$ cat src/line_path_error_counters_regs.svh
// Register offsets, field positions, reset values and timing figures of the error counters.
`ifndef LINE_PATH_ERROR_COUNTERS_REGS_SVH
`define LINE_PATH_ERROR_COUNTERS_REGS_SVH

`define ADDR_W 8
`define OFS_COUNTER_CONFIG 8'h00
`define OFS_STATUS 8'h04
`define OFS_LCV_HIGH 8'h08
`define OFS_LCV_LOW 8'h0c
`define OFS_PATH_HIGH 8'h10
`define OFS_PATH_LOW 8'h14
`define OFS_FSE_HIGH 8'h18
`define OFS_FSE_LOW 8'h1c
`define OFS_FEBE_HIGH 8'h20
`define OFS_FEBE_LOW 8'h24

`define CFG_LC_SELECT 0
`define CFG_FS_FBIT_MODE 1
`define CFG_COUNT_FS 2
`define CFG_UPD_LSB 3
`define CFG_UPD_MSB 5
`define CFG_E1_MODE 6
`define CFG_ESF 7
`define CFG_ZERO_SUB 8
`define CFG_CRC4_MF 9
`define CFG_MANUAL_UPDATE 10
`define CFG_WIDTH 11
`define CFG_RESET 11'h000

`define CNT_MAX 16'hffff
`define T1_ZERO_RUN 5'h10
`define B8ZS_ZERO_RUN 5'h08
`define SUB_ZEROS 5'h03
`define HDB3_SHORT_ZEROS 5'h02
`define B8ZS_SECOND_V_ZEROS 5'h01

`define RESP_OKAY 2'b00
`define RESP_SLVERR 2'b10

`define CLK_MHZ 20
`define ONE_SECOND_US 1000000
`define T1_INTERVAL_US 42000
`define E1_INTERVAL_US 62500

`endif

$ cat src/line_path_error_counters_pkg.sv
// Types shared by the error counter block.
package line_path_error_counters_pkg;

   typedef enum logic [2:0] {
      upd_own_second = 3'h0,
      upd_own_short = 3'h1,
      upd_software = 3'h2,
      upd_shared_second = 3'h3,
      upd_shared_manual = 3'h4
   } update_source_t;

   typedef enum logic [1:0] {
      bus_idle = 2'b01,
      bus_resp = 2'b10
   } bus_state_t;

endpackage

$ cat src/line_path_error_counters.sv
// Line, path, frame-sync and far-end block error counters with an AXI4-Lite register port.
//
// Implementation choices: the placing of the registers and register access over AXI4-Lite.
`timescale 1ns/1ps
`include "line_path_error_counters_regs.svh"

module line_path_error_counters #(
   parameter int unsigned SECOND_CYCLES = `ONE_SECOND_US * `CLK_MHZ,
   parameter int unsigned T1_CYCLES = `T1_INTERVAL_US * `CLK_MHZ,
   parameter int unsigned E1_CYCLES = `E1_INTERVAL_US * `CLK_MHZ
) (
   input wire logic clk,
   input wire logic sys_rst,
   input wire logic ce,
   input wire logic s_axi_awvalid,
   output logic s_axi_awready,
   input wire logic [`ADDR_W-1:0] s_axi_awaddr,
   input wire logic [2:0] s_axi_awprot,
   input wire logic s_axi_wvalid,
   output logic s_axi_wready,
   input wire logic [31:0] s_axi_wdata,
   input wire logic [3:0] s_axi_wstrb,
   output logic s_axi_bvalid,
   input wire logic s_axi_bready,
   output logic [1:0] s_axi_bresp,
   input wire logic s_axi_arvalid,
   output logic s_axi_arready,
   input wire logic [`ADDR_W-1:0] s_axi_araddr,
   input wire logic [2:0] s_axi_arprot,
   output logic s_axi_rvalid,
   input wire logic s_axi_rready,
   output logic [31:0] s_axi_rdata,
   output logic [1:0] s_axi_rresp,
   input wire logic rx_bit_strobe,
   input wire logic rx_pos,
   input wire logic rx_neg,
   input wire logic receive_out_of_frame,
   input wire logic crc4_sync_lost,
   input wire logic align_search,
   input wire logic crc6_error,
   input wire logic ft_error,
   input wire logic fs_error,
   input wire logic fps_error,
   input wire logic crc4_error,
   input wire logic fas_word_error,
   input wire logic multiframe_tick,
   input wire logic ebit_strobe,
   input wire logic ebit_value,
   input wire logic shared_second_in,
   input wire logic shared_manual_in,
   output logic second_tick_out,
   output logic update_out
);

   logic [`CFG_WIDTH-1:0] cfg_reg;
   logic [31:0] sec_cnt_reg;
   logic [31:0] short_cnt_reg;
   logic sw_update_reg;
   logic [15:0] run_reg [4];
   logic [15:0] held_reg [4];
   logic last_pol_reg;
   logic have_mark_reg;
   logic last_bpv_pol_reg;
   logic have_bpv_reg;
   logic cw_pending_reg;
   logic [4:0] zeros_reg;
   line_path_error_counters_pkg::bus_state_t wr_state_reg;
   line_path_error_counters_pkg::bus_state_t rd_state_reg;

   // Configuration fields.
   wire lc_select = cfg_reg[`CFG_LC_SELECT];
   wire fs_fbit_mode = cfg_reg[`CFG_FS_FBIT_MODE];
   wire count_fs = cfg_reg[`CFG_COUNT_FS];
   wire e1_mode = cfg_reg[`CFG_E1_MODE];
   wire esf = cfg_reg[`CFG_ESF];
   wire zero_sub = cfg_reg[`CFG_ZERO_SUB];
   wire crc4_mf = cfg_reg[`CFG_CRC4_MF];
   wire [2:0] upd_field = cfg_reg[`CFG_UPD_MSB:`CFG_UPD_LSB];

   // Interval timers; the own second always runs so other ports may share it.
   wire sec_end = sec_cnt_reg == SECOND_CYCLES - 1;
   wire [31:0] short_len = e1_mode ? E1_CYCLES : T1_CYCLES;
   wire short_end = short_cnt_reg >= short_len - 1;

   logic update_evt;
   always_comb begin
      case (upd_field)
         line_path_error_counters_pkg::upd_own_second: update_evt = sec_end;
         line_path_error_counters_pkg::upd_own_short: update_evt = short_end;
         line_path_error_counters_pkg::upd_software: update_evt = sw_update_reg;
         line_path_error_counters_pkg::upd_shared_second: update_evt = shared_second_in;
         line_path_error_counters_pkg::upd_shared_manual: update_evt = shared_manual_in;
         default: update_evt = 1'b0;
      endcase
   end

   always_ff @(posedge clk) begin
      if (sys_rst) begin
         sec_cnt_reg <= 32'h0;
         short_cnt_reg <= 32'h0;
         second_tick_out <= 1'b0;
         update_out <= 1'b0;
      end else if (ce) begin
         sec_cnt_reg <= sec_end ? 32'h0 : sec_cnt_reg + 32'h1;
         short_cnt_reg <= short_end ? 32'h0 : short_cnt_reg + 32'h1;
         second_tick_out <= sec_end;
         update_out <= update_evt;
      end
   end

   // Line decoder: a mark equal in polarity to the previous mark is a violation.
   wire mark = rx_bit_strobe && (rx_pos ^ rx_neg);
   // No violation is judged until a first mark has set the reference polarity.
   wire bpv_raw = mark && have_mark_reg && (rx_pos == last_pol_reg);
   wire b8zs_v = zeros_reg == `SUB_ZEROS || (cw_pending_reg && zeros_reg == `B8ZS_SECOND_V_ZEROS);
   wire hdb3_v = zeros_reg == `SUB_ZEROS || zeros_reg == `HDB3_SHORT_ZEROS;
   wire excused = zero_sub && (e1_mode ? hdb3_v : b8zs_v);
   wire bpv = bpv_raw && !excused;
   wire cv = bpv && have_bpv_reg && (rx_pos == last_bpv_pol_reg);
   wire [4:0] zero_limit = zero_sub ? `B8ZS_ZERO_RUN : `T1_ZERO_RUN;
   wire zero_run = rx_bit_strobe && !mark && zeros_reg == zero_limit - 5'h1;
   wire lcv_evt = (e1_mode && lc_select) ? cv
      : (bpv || (!e1_mode && lc_select && zero_run));

   always_ff @(posedge clk) begin
      if (sys_rst) begin
         last_pol_reg <= 1'b0;
         have_mark_reg <= 1'b0;
         last_bpv_pol_reg <= 1'b0;
         have_bpv_reg <= 1'b0;
         cw_pending_reg <= 1'b0;
         zeros_reg <= 5'h0;
      end else if (ce && rx_bit_strobe) begin
         if (mark) begin
            last_pol_reg <= rx_pos;
            have_mark_reg <= 1'b1;
            zeros_reg <= 5'h0;
            // A codeword runs V, B, zero, V; the pending mark must survive the B.
            cw_pending_reg <= (bpv_raw && excused && zeros_reg == `SUB_ZEROS)
               || (cw_pending_reg && !bpv_raw && zeros_reg == 5'h0);
            if (bpv) begin
               last_bpv_pol_reg <= rx_pos;
               have_bpv_reg <= 1'b1;
            end
         end else if (zeros_reg != `T1_ZERO_RUN) begin
            zeros_reg <= zeros_reg + 5'h1;
         end
      end
   end

   // Path, frame-sync and far-end block error events with their gating.
   wire t1_path = !receive_out_of_frame
      && (esf ? crc6_error : (ft_error || (count_fs && fs_error)));
   wire e1_path = crc4_error && !receive_out_of_frame && !crc4_sync_lost;
   wire path_evt = e1_mode ? e1_path : t1_path;
   wire t1_fse = fs_fbit_mode ? (!receive_out_of_frame && (esf ? fps_error : ft_error))
      : (multiframe_tick && receive_out_of_frame);
   wire e1_fse = fas_word_error && !receive_out_of_frame && !align_search;
   wire fse_evt = e1_mode ? e1_fse : t1_fse;
   wire febe_evt = e1_mode && crc4_mf && ebit_strobe && !ebit_value
      && !receive_out_of_frame && !crc4_sync_lost;

   wire [3:0] evt = {febe_evt, fse_evt, path_evt, lcv_evt};

   // One saturating counter per error class; an event in the update cycle opens the new interval.
   genvar gi;
   generate
      for (gi = 0; gi < 4; gi++) begin : g_cnt
         wire [15:0] run_next = update_evt ? {15'h0, evt[gi]}
            : ((evt[gi] && run_reg[gi] != `CNT_MAX) ? run_reg[gi] + 16'h1 : run_reg[gi]);
         always_ff @(posedge clk) begin
            if (sys_rst) begin
               run_reg[gi] <= 16'h0;
               held_reg[gi] <= 16'h0;
            end else if (ce) begin
               run_reg[gi] <= run_next;
               if (update_evt) begin
                  held_reg[gi] <= run_reg[gi];
               end
            end
         end
      end
   endgenerate

   // AXI4-Lite slave: ready pulses the cycle after a take, the response follows that handshake.
   wire wr_take = wr_state_reg == line_path_error_counters_pkg::bus_idle
      && s_axi_awvalid && s_axi_wvalid;
   wire rd_take = rd_state_reg == line_path_error_counters_pkg::bus_idle && s_axi_arvalid;
   wire wr_cfg = wr_take && s_axi_awaddr == `OFS_COUNTER_CONFIG;
   wire wr_known = s_axi_awaddr == `OFS_COUNTER_CONFIG || s_axi_awaddr == `OFS_STATUS;
   wire [`CFG_WIDTH-2:0] cfg_next = {
      s_axi_wstrb[1] ? s_axi_wdata[`CFG_WIDTH-2:8] : cfg_reg[`CFG_WIDTH-2:8],
      s_axi_wstrb[0] ? s_axi_wdata[7:0] : cfg_reg[7:0]};
   wire sw_pulse = wr_cfg && s_axi_wstrb[1] && s_axi_wdata[`CFG_MANUAL_UPDATE];

   logic [31:0] rd_data;
   logic rd_known;
   always_comb begin
      rd_known = 1'b1;
      case (s_axi_araddr)
         `OFS_COUNTER_CONFIG: rd_data = {21'h0, 1'b0, cfg_reg[`CFG_WIDTH-2:0]};
         `OFS_STATUS: rd_data = {31'h0, receive_out_of_frame};
         `OFS_LCV_HIGH: rd_data = {24'h0, held_reg[0][15:8]};
         `OFS_LCV_LOW: rd_data = {24'h0, held_reg[0][7:0]};
         `OFS_PATH_HIGH: rd_data = {24'h0, held_reg[1][15:8]};
         `OFS_PATH_LOW: rd_data = {24'h0, held_reg[1][7:0]};
         `OFS_FSE_HIGH: rd_data = {24'h0, held_reg[2][15:8]};
         `OFS_FSE_LOW: rd_data = {24'h0, held_reg[2][7:0]};
         `OFS_FEBE_HIGH: rd_data = {24'h0, held_reg[3][15:8]};
         `OFS_FEBE_LOW: rd_data = {24'h0, held_reg[3][7:0]};
         default: begin
            rd_data = 32'h0;
            rd_known = 1'b0;
         end
      endcase
   end

   always_ff @(posedge clk) begin
      if (sys_rst) begin
         cfg_reg <= `CFG_RESET;
         sw_update_reg <= 1'b0;
         wr_state_reg <= line_path_error_counters_pkg::bus_idle;
         s_axi_awready <= 1'b0;
         s_axi_wready <= 1'b0;
         s_axi_bvalid <= 1'b0;
         s_axi_bresp <= `RESP_OKAY;
      end else if (ce) begin
         s_axi_awready <= wr_take;
         s_axi_wready <= wr_take;
         sw_update_reg <= sw_pulse;
         if (wr_cfg) begin
            cfg_reg <= {1'b0, cfg_next[`CFG_WIDTH-2:0]};
         end
         case (wr_state_reg)
            line_path_error_counters_pkg::bus_idle: begin
               if (wr_take) begin
                  wr_state_reg <= line_path_error_counters_pkg::bus_resp;
                  s_axi_bresp <= wr_known ? `RESP_OKAY : `RESP_SLVERR;
               end
            end
            line_path_error_counters_pkg::bus_resp: begin
               // The response may only follow the address and data handshakes.
               if (s_axi_awready) begin
                  s_axi_bvalid <= 1'b1;
               end else if (s_axi_bvalid && s_axi_bready) begin
                  wr_state_reg <= line_path_error_counters_pkg::bus_idle;
                  s_axi_bvalid <= 1'b0;
               end
            end
            default: wr_state_reg <= line_path_error_counters_pkg::bus_idle;
         endcase
      end
   end

   always_ff @(posedge clk) begin
      if (sys_rst) begin
         rd_state_reg <= line_path_error_counters_pkg::bus_idle;
         s_axi_arready <= 1'b0;
         s_axi_rvalid <= 1'b0;
         s_axi_rdata <= 32'h0;
         s_axi_rresp <= `RESP_OKAY;
      end else if (ce) begin
         s_axi_arready <= rd_take;
         case (rd_state_reg)
            line_path_error_counters_pkg::bus_idle: begin
               if (rd_take) begin
                  rd_state_reg <= line_path_error_counters_pkg::bus_resp;
                  s_axi_rdata <= rd_data;
                  s_axi_rresp <= rd_known ? `RESP_OKAY : `RESP_SLVERR;
               end
            end
            line_path_error_counters_pkg::bus_resp: begin
               // Read data are offered only after the address handshake.
               if (s_axi_arready) begin
                  s_axi_rvalid <= 1'b1;
               end else if (s_axi_rvalid && s_axi_rready) begin
                  rd_state_reg <= line_path_error_counters_pkg::bus_idle;
                  s_axi_rvalid <= 1'b0;
               end
            end
            default: rd_state_reg <= line_path_error_counters_pkg::bus_idle;
         endcase
      end
   end

   // Checks on the counting behaviour.
   property p_latch_copies;
      @(posedge clk) disable iff (sys_rst)
      (ce && update_evt) |=> held_reg[1] == $past(run_reg[1]);
   endproperty
   a_latch_copies: assert property (p_latch_copies) else $error("held not copied");

   property p_restart;
      @(posedge clk) disable iff (sys_rst)
      (ce && update_evt && !evt[0]) |=> run_reg[0] == 16'h0;
   endproperty
   a_restart: assert property (p_restart) else $error("running count not restarted");

   property p_saturate;
      @(posedge clk) disable iff (sys_rst)
      (ce && !update_evt && run_reg[0] == `CNT_MAX) |=> run_reg[0] == `CNT_MAX;
   endproperty
   a_saturate: assert property (p_saturate) else $error("counter wrapped");

   property p_count_step;
      @(posedge clk) disable iff (sys_rst)
      (ce && !update_evt && evt[3] && run_reg[3] != `CNT_MAX)
         |=> run_reg[3] == $past(run_reg[3]) + 16'h1;
   endproperty
   a_count_step: assert property (p_count_step) else $error("far-end count missed");

   property p_t1_path_gate;
      @(posedge clk) disable iff (sys_rst)
      (!e1_mode && receive_out_of_frame) |-> !path_evt;
   endproperty
   a_t1_path_gate: assert property (p_t1_path_gate) else $error("t1 path gate");

   property p_e1_path_gate;
      @(posedge clk) disable iff (sys_rst)
      (e1_mode && crc4_sync_lost) |-> !path_evt && !febe_evt;
   endproperty
   a_e1_path_gate: assert property (p_e1_path_gate) else $error("crc4 gate");

   property p_mos_count;
      @(posedge clk) disable iff (sys_rst)
      (!e1_mode && !fs_fbit_mode && multiframe_tick && receive_out_of_frame) |-> fse_evt;
   endproperty
   a_mos_count: assert property (p_mos_count) else $error("multiframe missed");

   property p_fbit_gate;
      @(posedge clk) disable iff (sys_rst)
      ((e1_mode || fs_fbit_mode) && receive_out_of_frame) |-> !fse_evt;
   endproperty
   a_fbit_gate: assert property (p_fbit_gate) else $error("fse gate");

   property p_bpv;
      @(posedge clk) disable iff (sys_rst)
      (mark && have_mark_reg && !zero_sub && !lc_select && rx_pos == last_pol_reg) |-> lcv_evt;
   endproperty
   a_bpv: assert property (p_bpv) else $error("bipolar violation missed");

   property p_second;
      @(posedge clk) disable iff (sys_rst)
      (ce && sec_end) |=> second_tick_out;
   endproperty
   a_second: assert property (p_second) else $error("second tick missing");

   c_update: cover property (@(posedge clk) disable iff (sys_rst)
      ce && update_evt && run_reg[0] != 16'h0);
   c_saturate: cover property (@(posedge clk) disable iff (sys_rst)
      ce && evt[1] && run_reg[1] == `CNT_MAX);
   c_excused: cover property (@(posedge clk) disable iff (sys_rst) bpv_raw && excused);
   c_zero_run: cover property (@(posedge clk) disable iff (sys_rst) zero_run && lcv_evt);

endmodule // line_path_error_counters

$ cat config.mk
export PLATFORM = sky130hd
export DESIGN_NAME = line_path_error_counters
export DESIGN_NICKNAME = d
export VERILOG_FILES = /design/src/line_path_error_counters_pkg.sv /design/src/line_path_error_counters.sv
export VERILOG_INCLUDE_DIRS = /design/src
export SDC_FILE = /design/constraint.sdc
export NUM_CORES = 1
export LEC_CHECK = 0
export ABC_AREA = 0
export BUFFER_PORTS_ARGS = -buffer_cell sky130_fd_sc_hd__buf_2
export CELL_PAD_IN_SITES_DETAIL_PLACEMENT = 2
export CELL_PAD_IN_SITES_GLOBAL_PLACEMENT = 2
export CORE_MARGIN = 8
export CORE_UTILIZATION = 34
export DETAILED_ROUTE_END_ITERATION = 6
export MAX_ROUTING_LAYER = met4
export PLACE_DENSITY = 0.74
export SLEW_MARGIN = 25
export SYNTH_ARGS = -nofsm -noshare
export SYNTH_HDL_FRONTEND = slang
export SYNTH_SLANG_ARGS = --single-unit
$ cat constraint.sdc
create_clock -name clk -period 4.08 [get_ports clk]
set_input_delay 0.408 -clock clk [delete_from_list [all_inputs] [get_ports clk]]
set_output_delay 0.408 -clock clk [all_outputs]
set_load 0.005 [all_outputs]
Yosys cells after proc, flatten, opt, wreduce, memory -nomap -nowiden. Memory sizes are Yosys's and may differ from the RTL's. Cells that the tools add are included.

Output and inout port bits: 43. Input port bits: 83. Memory bits (writable): 128. Bits in registers: 131. Word-level logic and storage cells: 210. Memories kept: 2.

Add/subtract/negate cells: 9. Order comparisons: 1. Equal/unequal tests: 36. Multiplexer cells: 55. Reductions and logical operators: 76. Bitwise operators: 9.

Memories: held_reg (words 4, bits a word 16, read ports 4, clocked after Yosys merged registers in 0, write ports 4, line line_path_error_counters.sv:60) `logic [15:0] held_reg [4];`; run_reg (words 4, bits a word 16, read ports 4, clocked after Yosys merged registers in 0, write ports 4, line line_path_error_counters.sv:59) `logic [15:0] run_reg [4];`.

Operator list (count): 2-to-1 mux 16 bit (16); one-hot mux 10 bit (10 select lines) (1); adder 16 x 1 -> 16 bit (second input constant) (4); adder 32 x 1 -> 32 bit (second input constant) (2); 2-to-1 mux 32 bit (2); inequality test 16 bit (second input constant) (4); logical AND 1 bit (43); == test 32 x 25 -> 1 bit (second input constant) (1); == test 8 x 5 -> 1 bit (second input constant) (4); greater-or-equal comparator 32 bit (1); subtractor 21 x 1 -> 22 bit (second input constant) (1); 2-to-1 mux 1 bit (21); 2-to-1 mux 21 bit (1); AND reduction 3 bit (7); == test 8 x 3 -> 1 bit (second input constant) (2); == test 8 x 4 -> 1 bit (second input constant) (2); == test 8 x 6 -> 1 bit (second input constant) (2); zero test 8 bit (2); 2-to-1 mux 2 bit (8); 2-to-1 mux 5 bit (3); inequality test 2 bit (second input constant) (6); == test 5 x 2 -> 1 bit (second input constant) (2); OR reduction 10 bit (1); zero test 1 bit (8); 21 further kinds (42).

Depth between registers and ports, before layout. Gate-level depths: netlist (run 1).

Depth in word-level cells: 14. Mapped depth: 9.

Least setup slack after synthesis (run 1). No wires, ideal clock.

Path kind: register -> register. Start point: register cfg_reg[6]. End point: memory held_reg[0][0], enable pin. Library setup time: 0.421 ns. Arrival time: 3.367 ns. Data required time: 3.659 ns. Slack: 0.292 ns. Stages on the path, launching flop included: 9. Buffers on the path: 0. Cells stage by stage: dfxtp_1 -> inv_1 -> ha_1 -> nand3_1 -> o21ai_0 -> o311ai_0 -> a31o_2 -> nand2_2 -> a21o_1.

RTL lines: from (decl) (line line_path_error_counters.sv:55) `` logic [`CFG_WIDTH-1:0] cfg_reg; ``; from (signal assigned) (line line_path_error_counters.sv:220) `` cfg_reg <= `CFG_RESET; ``; from (signal assigned) (line line_path_error_counters.sv:232) `` cfg_reg <= {1'b0, cfg_next[`CFG_WIDTH-2:0]}; ``; to (decl) (line line_path_error_counters.sv:60).

==> flow_summary.yaml, run 1 <==
run_status:
  outcome: "completed"
final_layout:
  drive_above_1_share_pct: 12.6
  fin_nets: 1347
  postLayoutCoreUtil_pct: 39.1
  diodes: 0
  syn_to_final_growth_pct: 14.5
  fin_area_um2: 13400
synthesis:
  postSynthAreaPerCell_um2: 10.0
  synthCells: 1165
  ys_ff_latch: 235
  yosys-top-cells-area: "edfxtp_1 33%, dfxtp_1 18%, nor2_1 4.9%"
  syn-cell-area_um2: 11700
  synth_edf_count: 128
  synth_most_common_cell: "nor2_1"
  synth_cell_types: 65
  synth_ff_type: "edfxtp_1"
  synthArstFlopShare_pct: 0
  synth_common_cells: "152 x nor2_1, 128 x edfxtp_1, 107 x dfxtp_1, 103 x nand2_1, 70 x and2_1"
  synth_top_area_cell: "edfxtp_1"
  synth_sequential_area_ratio_pct: 51.2
  yosys.area.top_type_share_pct: 32.9
  yosys_warnings: 0
timing:
  timing.fmax_mhz: 280
  drv_slew: 0
  setup_viol: 0
  finClkSkew_ns: 0.0108
  period_needed_ns: 3.58
  hold_violations: 0
  tightestPinTransition_ns: 0.978
  fin_crit_sh_pct: 87.7
  final.setup.tns_ns: 0
  max-slew-margin-rel_pct: 34.2
  rsz0062_at_grt: "no"
critical_path:
  arrival_ns: 3.87
  critPathRequiredTime_ns: 4.37
  end_kind: "register"
  worstSetupPathType: "register to register"
  crit_fanout: 10
  reg2reg_depth: 10
  critPathLaunchType: "register"
routing:
  firstDrtPassIters: 4
  final_antenna_net_count: 0
  wl_per_cell_um: 20.4
  drtIter0Drc: 431
  viasPerCell: 5.20
  via_count: 8929
  drc: 0
  wirelength_um: 35000
floorplan:
  io_pins: 126
  fp.dieW_um: 201
  core_area_um2: 34200
  die-area_um2: 40500
  start_util_pct: 34.1
  die_h_um: 201
  fp-row-count: 68
global_route:
  grt_pass1_wl_um: 55900
  first_global_vias: 9841
  antenna_found_initial: 0
  overflow: 0
  track_usage_pct: 17.5
  grt_max_degree: 65
cts:
  clk_latency_ns: 0.54
  path_clk_slew_ns: 0.06
  cts.path.max_buffers: 3
  postCtsSetupBuffers: 0
  cts.htree.levels: 1
  cts.sink_count: 235
  cts_tree: "done"
  ctsHoldBuffers: 0
  cts_made_buffers: 27
  cts_resized: 0
  cts_root_buffer: "clkbuf_16"
power:
  powerDensity_nw_per_um2: 405
  seq_power_share_pct: 48.9
  irDropWorstVdd_uv: 248
  netSwitchingFraction_pct: 23.0
  switchingPower_mw: 1.25
  p_total_mw: 5.41
  pwr-share-comb_pct: 5.3
  clkPwrFrac_pct: 45.8
  intPower_mw: 4.17
  p_leak_nw: 4.79
place:
  gp_routability_congestion: 0.796
  io_buffers: 72
  detailed_place_hpwl_um: 25200
  place_area_um2: 12500
min_path:
  hp-class: "primary input to register"
  min_path_cells: 3
flow_run:
  maxCapViolations: 0
## final timing paths
path	from	to	slack, ns
hold / removal	s_axi_wdata[8]	cfg_reg[8]$_SDFFE_PP0P_	0.12
setup / recovery	cfg_reg[6]$_SDFFE_PP0P_	run_reg[0][1]$_SDFFCE_PP0P_	0.50
hold reg to reg	s_axi_rdata[2]$_SDFFE_PP0P_	s_axi_rdata[2]$_SDFFE_PP0P_	0.46
setup reg to reg	cfg_reg[6]$_SDFFE_PP0P_	run_reg[0][1]$_SDFFCE_PP0P_	0.50
## logic make-up (layout without fill, tap and decap cells)
group           count (synthesis)  after routing  share of synthesized area (%)
simple gates                  552            552                           23.7
buf+inv                        91            164                           4.20
fa+ha+maj                      23             23                           2.46
compound gates                131            131                           7.33
xor+xnor                      110            110                           8.25
other cells                     1             24                         0.0321
mux                            22             22                           2.82
flops                         235            235                           51.2
## through the flow
| stage | hold slack (ns) | worst slack (ns) | instances |
|---|---|---|---|
| floorplan | 0.440 | 0.292 | 1188 |
| global route | 0.108 | 0.336 | 1716 |
| detailed placement | 0.452 | 0.514 | 1667 |
| finish | 0.120 | 0.503 | 1716 |
| global placement | 0.442 | 0.616 | 1667 |
| CTS | 0.0927 | 0.497 | 1716 |
## cells in the final DEF, fill, tap and decap left out, types with 18 or more instances in the layout
master and count:
nor2_1 152, edfxtp_1 128, dfxtp_1 107, nand2_1 103
buf_2 72, and2_1 70, xor2_1 61, nand3_1 54
nor3_1 50, xnor2_1 49, a21oi_1 42, nand4_1 32
clkbuf_16 27, conb_1 24, ha_1 23, inv_1 22
o21ai_0 20, and3_1 18, buf_4 18
## power groups by stage
stage                     sequential (mW)  clock, mW  combinational, mW
after CTS                            2.65       2.55              0.293
after detailed placement             2.70          0              0.290
after floorplan                      2.67          0              0.198
final                                2.65       2.48              0.288
after global placement               2.69          0              0.279
after global routing                 2.66       2.64              0.319
## worst max-delay path: stages, from the launching register on
cell and delay (ns):
dfxtp_1 0.57, inv_1 0.24, buf_4 0.24, ha_1 0.20
a21oi_1 0.15, o21ai_0 0.12, nor2_1 0.47, a31o_2 0.38
nand2_2 0.23, o31a_1 0.46, buf_4 0.24
## layer usage
layer / vias to the layer above / track usage, % / part of all wire (%)
met3: 60 / 3.06 / 3.9
li1: 4241 / - / -
met1: 4487 / 21.1 / 44
met4: 0 / 5.11 / 2.8
met5: - / - / 0
met2: 141 / 29.7 / 49
## final cells by class
| cell class | count | area, um2 |
|---|---|---|
| inverters | 23 | 86.3 |
| multi-input cells | 862 | 5300 |
| well taps | 455 | 569 |
| clock buffers | 37 | 763 |
| flip-flops and latches | 235 | 5990 |
| repair buffers | 92 | 536 |
| fillers | 3724 | 20800 |
| clock inverters | 12 | 134 |
Power figures use the tool's default switching activity.
==> run 2, diff against run 1 <==
--- a/config.mk
+++ b/config.mk
@@ -6,13 +6,14 @@
 export SDC_FILE = /design/constraint.sdc
 export NUM_CORES = 1
 export LEC_CHECK = 0
-export ABC_AREA = 0
+export ABC_AREA = 1
 export BUFFER_PORTS_ARGS = -buffer_cell sky130_fd_sc_hd__buf_2
 export CELL_PAD_IN_SITES_DETAIL_PLACEMENT = 2
 export CELL_PAD_IN_SITES_GLOBAL_PLACEMENT = 2
 export CORE_MARGIN = 8
-export CORE_UTILIZATION = 34
+export CORE_UTILIZATION = 32
 export DETAILED_ROUTE_END_ITERATION = 6
+export GPL_TIMING_DRIVEN = 1
 export MAX_ROUTING_LAYER = met4
 export PLACE_DENSITY = 0.74
 export SLEW_MARGIN = 25
==> run 2 against run 1 <==
- sequential share of layout area shrank 3.8 points
- combinational power grew 22%
- sequential cell count is the same
- final cell count grew 31%
- sequential power is essentially flat
- wire length grew 16%
- worst setup slack gained 0.37 ns
- largest power group unchanged
- critical endpoint is now run_reg[1][11]$_SDFFCE_PP0P_
==> flow_summary.yaml, run 2 <==
synthesis:
  yosys.area.top_type_share_pct: 30.0
  synth_sequential_area_ratio_pct: 46.7
  synth_compound_area_share_pct: 4.96
  synth_common_cells: "315 x nand2_1, 276 x nor2_1, 214 x inv_1, 129 x nand3_1, 128 x edfxtp_1"
  synthArstFlopShare_pct: 0
  synth-adder-area-share_pct: 2.24
  ys_ff_latch: 235
  synth_edf_count: 128
  yosys-top-cells-area: "edfxtp_1 30%, dfxtp_1 17%, nand2_1 9.2%"
  synthCells: 1614
  yosys-mux-area-fraction_pct: 0
  yosys.area_share.simple_pct: 32.5
  synth_top_family_by_area: "simple AND/OR/NAND/NOR gates"
  synth_cell_types: 43
  synth_xor_area_share_pct: 3.76
  synth_ff_type: "edfxtp_1"
  synth_top_area_cell: "edfxtp_1"
  yosys_warnings: 0
  synth_most_common_cell: "nand2_1"
  syn-cell-area_um2: 12800
  postSynthAreaPerCell_um2: 7.94
timing:
  max-slew-margin-rel_pct: 36.0
  rsz0062_at_grt: "no"
  hold_violations: 0
  final.setup.tns_ns: 0
  timing.fmax_mhz: 312
  finClkSkew_ns: 0.0247
  drv_slew: 0
  period_needed_ns: 3.20
  fin_crit_sh_pct: 78.5
  tightestPinTransition_ns: 0.959
  setup_viol: 0
global_route:
  grt_pass1_wl_um: 64900
  overflow: 0
  track_usage_pct: 17.5
  grt_max_degree: 66
  first_global_vias: 12109
  antenna_found_initial: 0
critical_path:
  reg2reg_to: "run_reg[1][11]$_SDFFCE_PP0P_"
  critPathRequiredTime_ns: 4.14
  r2r_start: "cfg_reg[6]$_SDFFE_PP0P_"
  arrival_ns: 3.27
  reg2reg_depth: 12
  worstSetupPathType: "register to register"
  critPathLaunchType: "register"
  crit_fanout: 16
  r2r_slack_ns: 0.88
  end_kind: "register"
min_path:
  hp-class: "primary input to register"
  hp-start: "s_axi_wdata[6]"
  min_path_cells: 3
  min_to: "cfg_reg[6]$_SDFFE_PP0P_"
power:
  powerDensity_nw_per_um2: 383
  clkPwrFrac_pct: 46.6
  switchingPower_mw: 1.37
  irDropWorstVdd_uv: 290
  p_leak_nw: 5.85
  seq_power_share_pct: 47.1
  intPower_mw: 4.22
  netSwitchingFraction_pct: 24.5
  pwr-share-comb_pct: 6.3
floorplan:
  die_h_um: 216
  io_pins: 126
  core_area_um2: 39600
  die-area_um2: 46700
  fp-row-count: 73
  start_util_pct: 32.3
  fp.dieW_um: 216
cts:
  cts_root_buffer: "clkbuf_16"
  cts_tree: "done"
  cts_made_buffers: 29
  postCtsSetupBuffers: 0
  cts.sink_count: 235
  ctsHoldBuffers: 0
  path_clk_slew_ns: 0.06
  cts.htree.levels: 1
  clk_latency_ns: 0.57
  cts_resized: 0
  cts.path.max_buffers: 3
final_layout:
  layout_commonest_cell: "nand2_1"
  diodes: 0
  layout_common_cells: "314 x nand2_1, 274 x nor2_1, 214 x inv_1"
  nFillCells: 4618
  syn_to_final_growth_pct: 13.9
  stdcell_count: 2241
  drive_above_1_share_pct: 11.9
  fin_nets: 1800
routing:
  wirelength_um: 40700
  firstDrtPassIters: 4
  wl_per_cell_um: 18.2
  viasPerCell: 4.84
  drtIter0Drc: 407
  drc: 0
  via_count: 10841
  final_antenna_net_count: 0
flow_run:
  maxCapViolations: 0
place:
  gp_routability_congestion: 0.786
  dpl.cell_count: 2188
  detailed_place_hpwl_um: 30600
  io_buffers: 72
run_status:
  outcome: "completed"
run 2: how the worst max path moves through the flow:
stage	to	start	cells after the start	slack (ns)
6_report	run_reg[1][11]$_SDFFCE_PP0P_	cfg_reg[6]$_SDFFE_PP0P_	12	0.88
5_1_grt	run_reg[1][11]$_SDFFCE_PP0P_	cfg_reg[6]$_SDFFE_PP0P_	12	0.53
4_1_cts	run_reg[1][3]$_SDFFCE_PP0P_	cfg_reg[6]$_SDFFE_PP0P_	12	0.75
3_5_place_dp	run_reg[1][11]$_SDFFCE_PP0P_	cfg_reg[6]$_SDFFE_PP0P_	12	0.81
3_3_place_gp	run_reg[1][11]$_SDFFCE_PP0P_	cfg_reg[6]$_SDFFE_PP0P_	12	0.86
2_1_floorplan	held_reg[0][0]$_SDFFCE_PN0P_	cfg_reg[6]$_SDFFE_PP0P_	14	0.41
run 2: power groups by stage:
stage / clock, mW / sequential [mW] / combinational (mW)
after floorplan: 0 / 2.66 / 0.235
after global placement: 0 / 2.68 / 0.335
after detailed placement: 0 / 2.68 / 0.353
after CTS: 2.68 / 2.63 / 0.357
after global routing: 2.76 / 2.64 / 0.395
final: 2.61 / 2.63 / 0.350
run 2: metal layers:
layer | up-vias | track usage (%) | part of all wire [%] | wire, um
li1 | 5309 | - | - | -
met1 | 5358 | 20.3 | 44 | 17800
met2 | 127 | 31.8 | 51 | 20800
met3 | 47 | 2.51 | 3.1 | 1260
met4 | 0 | 3.92 | 2.2 | 905
met5 | - | - | 0 | 0
run 2: kinds of logic after synthesis:
logic type / Yosys count
xor+xnor: 55
compound gates: 121
simple gates: 895
flops: 235
other cells: 1
buf+inv: 284
fa+ha+maj: 23
run 2: cell type report:
class / count / area (um2) / share of cell area [%]
inverters: 224 / 841 / 5.76
clock inverters: 19 / 199 / 1.36
well taps: 525 / 657 / 4.50
clock buffers: 34 / 744 / 5.10
flip-flops and latches: 235 / 5990 / 41.0
repair buffers: 86 / 490 / 3.36
multi-input cells: 1118 / 5680 / 38.9
run 2: critical path, stage by stage, from the launching register on:
cell,delay (ns)
dfxtp_1,0.31
inv_1,0.33
ha_1,0.32
nand2_1,0.06
inv_1,0.04
o21ai_0,0.14
a21oi_1,0.08
nor2_1,0.13
nand2_2,0.11
nand2_2,0.20
nand2_4,0.13
nand2_1,0.18
nand3_1,0.64
run 2: per-stage QoR:
step	cell area (um2)	utilization [%]	total power [mW]	worst slack, ns	hold WS [ns]
after detailed placement	13700	34.4	3.04	0.813	0.438
after global placement	13700	34.4	3.01	0.861	0.428
final	14600	36.8	5.59	0.878	0.0887
after floorplan	12900	-	2.90	0.409	0.419
after global routing	14600	36.8	5.80	0.528	0.0716
after CTS	14600	36.8	5.67	0.746	0.0536
==> run 3, diff against run 2 <==
==> constraint.sdc (replaced) <==
create_clock -name clk -period 2.6 [get_ports clk]
set_input_delay 0.26 -clock clk [delete_from_list [all_inputs] [get_ports clk]]
set_output_delay 0.26 -clock clk [all_outputs]
set_load 0.005 [all_outputs]
==> run 3 against run 2 <==
- worst setup slack got worse by 0.82 ns
- combinational power grew 75%
- clock power rose by 55%
- sequential power increased by 57%
- maximum frequency grew 26%
- first-iteration DRC count decreased by 8.6%
- non-clock buffer count increased by 56
- clock skew decreased by 0.011 ns
- count of clock-buffer cells in the layout grew 8
- global-route usage is 0.069 points higher
- total power increased by 57%
- critical path type unchanged
- largest cell class unchanged
==> flow_summary.yaml, run 3 (synthesis gave the netlist of run 2 again) <==
run_status:
  outcome: "completed"
floorplan:
  fp.dieW_um: 216
  die_h_um: 216
  start_util_pct: 32.3
  core_area_um2: 39600
  fp-row-count: 73
  io_pins: 126
  die-area_um2: 46700
power:
  pwr-share-comb_pct: 7.0
  powerDensity_nw_per_um2: 566
  switchingPower_mw: 2.09
  intPower_mw: 6.69
  p_leak_nw: 6.28
  irDropWorstVdd_uv: 452
  netSwitchingFraction_pct: 23.8
  clkPwrFrac_pct: 46.1
  seq_power_share_pct: 47.0
timing:
  hold_violations: 0
  setup_viol: 0
  max-slew-margin-rel_pct: 58.9
  period_needed_ns: 2.54
  tightestPinTransition_ns: 0.611
  fin_crit_sh_pct: 97.6
  timing.fmax_mhz: 394
  drv_slew: 0
  finClkSkew_ns: 0.0134
critical_path:
  arrival_ns: 2.94
  reg2reg_to: "held_reg[2][5]$_SDFFCE_PN0P_"
  r2r_start: "cfg_reg[6]$_SDFFE_PP0P_"
  max_stage_delay_ns: 0.35
  r2r_slack_ns: 0.06
  end_kind: "register"
  crit_fanout: 9
  path_common_cell: "buf_12"
  worstSetupPathType: "register to register"
  path_cells: "buf_4, buf_12, ha_1, nand2_1, inv_1, nand3_1, nor3_2, nand2_1, nand2_2, nand2_4, nand2_4, buf_8, nand2_8, buf_12, buf_12, nor2_4"
  reg2reg_depth: 16
  cp_slowest_cell: "dfxtp_4"
  critPathLaunchType: "register"
  critPathRequiredTime_ns: 3.00
global_route:
  overflow: 0
  grt_pass1_wl_um: 65600
  first_global_vias: 12141
  grt_max_degree: 41
  antenna_found_initial: 1
  track_usage_pct: 17.6
cts:
  path_clk_slew_ns: 0.06
  clk_latency_ns: 0.55
  cts_root_buffer: "clkbuf_16"
  cts.sink_count: 235
  cts.path.max_buffers: 3
  cts.htree.levels: 1
  cts_made_buffers: 29
  cts_tree: "done"
place:
  dpl.cell_count: 2212
  io_buffers: 72
  detailed_place_hpwl_um: 30900
  gp_routability_congestion: 0.788
  place_area_um2: 14000
routing:
  final_antenna_net_count: 0
  drtIter0Drc: 372
  wl_per_cell_um: 18.2
  drc: 0
  via_count: 11107
  viasPerCell: 4.84
  wirelength_um: 41800
  firstDrtPassIters: 4
final_layout:
  drive_above_1_share_pct: 15.3
  fin_nets: 1856
  stdcell_count: 2297
  fin_area_um2: 15500
  layout_commonest_cell: "nand2_1"
  layout_common_cells: "311 x nand2_1, 272 x nor2_1, 212 x inv_1"
  syn_to_final_growth_pct: 21.0
min_path:
  hp-class: "primary input to register"
  min_to: "s_axi_rdata[0]$_SDFFE_PP0P_"
  hp-start: "sys_rst"
  min_path_cells: 2
flow_run:
  maxCapViolations: 0
run 3: changes by cell type in the layout (fill, tap and decap cells not counted), sizes merged:
cell / previous run / this run
buf: 86 / 127
bufinv: 4 / 2
clkbuf: 34 / 47
clkinv: 16 / 11
diode: 0 / 1
dlygate4sd3: 0 / 10
inv: 221 / 219
run 3: stage by stage:
step | setup TNS [ns] | setup slack, ns | power [mW] | utilization [%] | hold slack, ns
final | 0 | 0.0621 | 8.79 | 39.1 | 0.0425
after global routing | -4.14 | -0.0732 | 9.15 | 39.1 | 0.0400
after CTS | 0 | 0.0278 | 8.90 | 38.0 | 0.00208
after detailed placement | 0 | 0.0275 | 4.79 | 35.3 | 0.438
after global placement | 0 | 0.0852 | 4.76 | 35.3 | 0.426
after floorplan | -4.47 | -0.0932 | 4.55 | - | 0.397
run 3: repair_timing:
action / in CTS / in global routing
endpoints found under the hold margin: 10 / 0
cloned: 0 / 6
buffers inserted: 0 / 16
resized for setup: 1 / 37
hold buffers: 10 / 0
pin swaps: 0 / 8
setup endpoints to repair: 16 / 134
run 3: power by group through the flow:
stage | Sequential (mW) | Clock [mW] | Combinational, mW
floorplan | 4.17 | 0 | 0.370
CTS | 4.13 | 4.17 | 0.603
global route | 4.14 | 4.33 | 0.681
finish | 4.13 | 4.05 | 0.612
detailed placement | 4.21 | 0 | 0.584
global placement | 4.20 | 0 | 0.562
run 3: routing by layer:
layer	vias up	GRT usage (%)	wire length, um
li1	5436	-	-
met2	132	30.7	21300
met5	-	-	0
met1	5487	21.2	18200
met3	52	2.69	1350
met4	0	4.24	947
run 3: layout make-up:
class                           instances  area [um2]
Sequential cell                       235        5990
Antenna cell                            1        2.50
Multi-Input combinational cell       1118        5820
Tap cell                              525         657
Clock buffer                           42         855
Inverter                              224         847
Timing Repair Buffer                  142        1240
Clock inverter                         10         101
Fill cell                            4514       24100
run 3: critical path, delay by kind of cell (launching register included):
family / cells / cell delay (ns)
flops: 1 / 0.35
simple gates: 9 / 0.88
buf+inv: 6 / 0.81
fa+ha+maj: 1 / 0.32
run 3: worst max path at each step:
stage,start,endpoint,slack (ns)
after global routing,cfg_reg[6]$_SDFFE_PP0P_,held_reg[1][4]$_SDFFCE_PN0P_,-0.07
after global placement,cfg_reg[6]$_SDFFE_PP0P_,run_reg[3][3]$_SDFFCE_PP0P_,0.09
after detailed placement,cfg_reg[6]$_SDFFE_PP0P_,held_reg[2][5]$_SDFFCE_PN0P_,0.03
after CTS,cfg_reg[6]$_SDFFE_PP0P_,held_reg[1][11]$_SDFFCE_PN0P_,0.03
final,cfg_reg[6]$_SDFFE_PP0P_,held_reg[2][5]$_SDFFCE_PN0P_,0.06
after floorplan,cfg_reg[6]$_SDFFE_PP0P_,run_reg[1][0]$_SDFFCE_PN0P_,-0.09
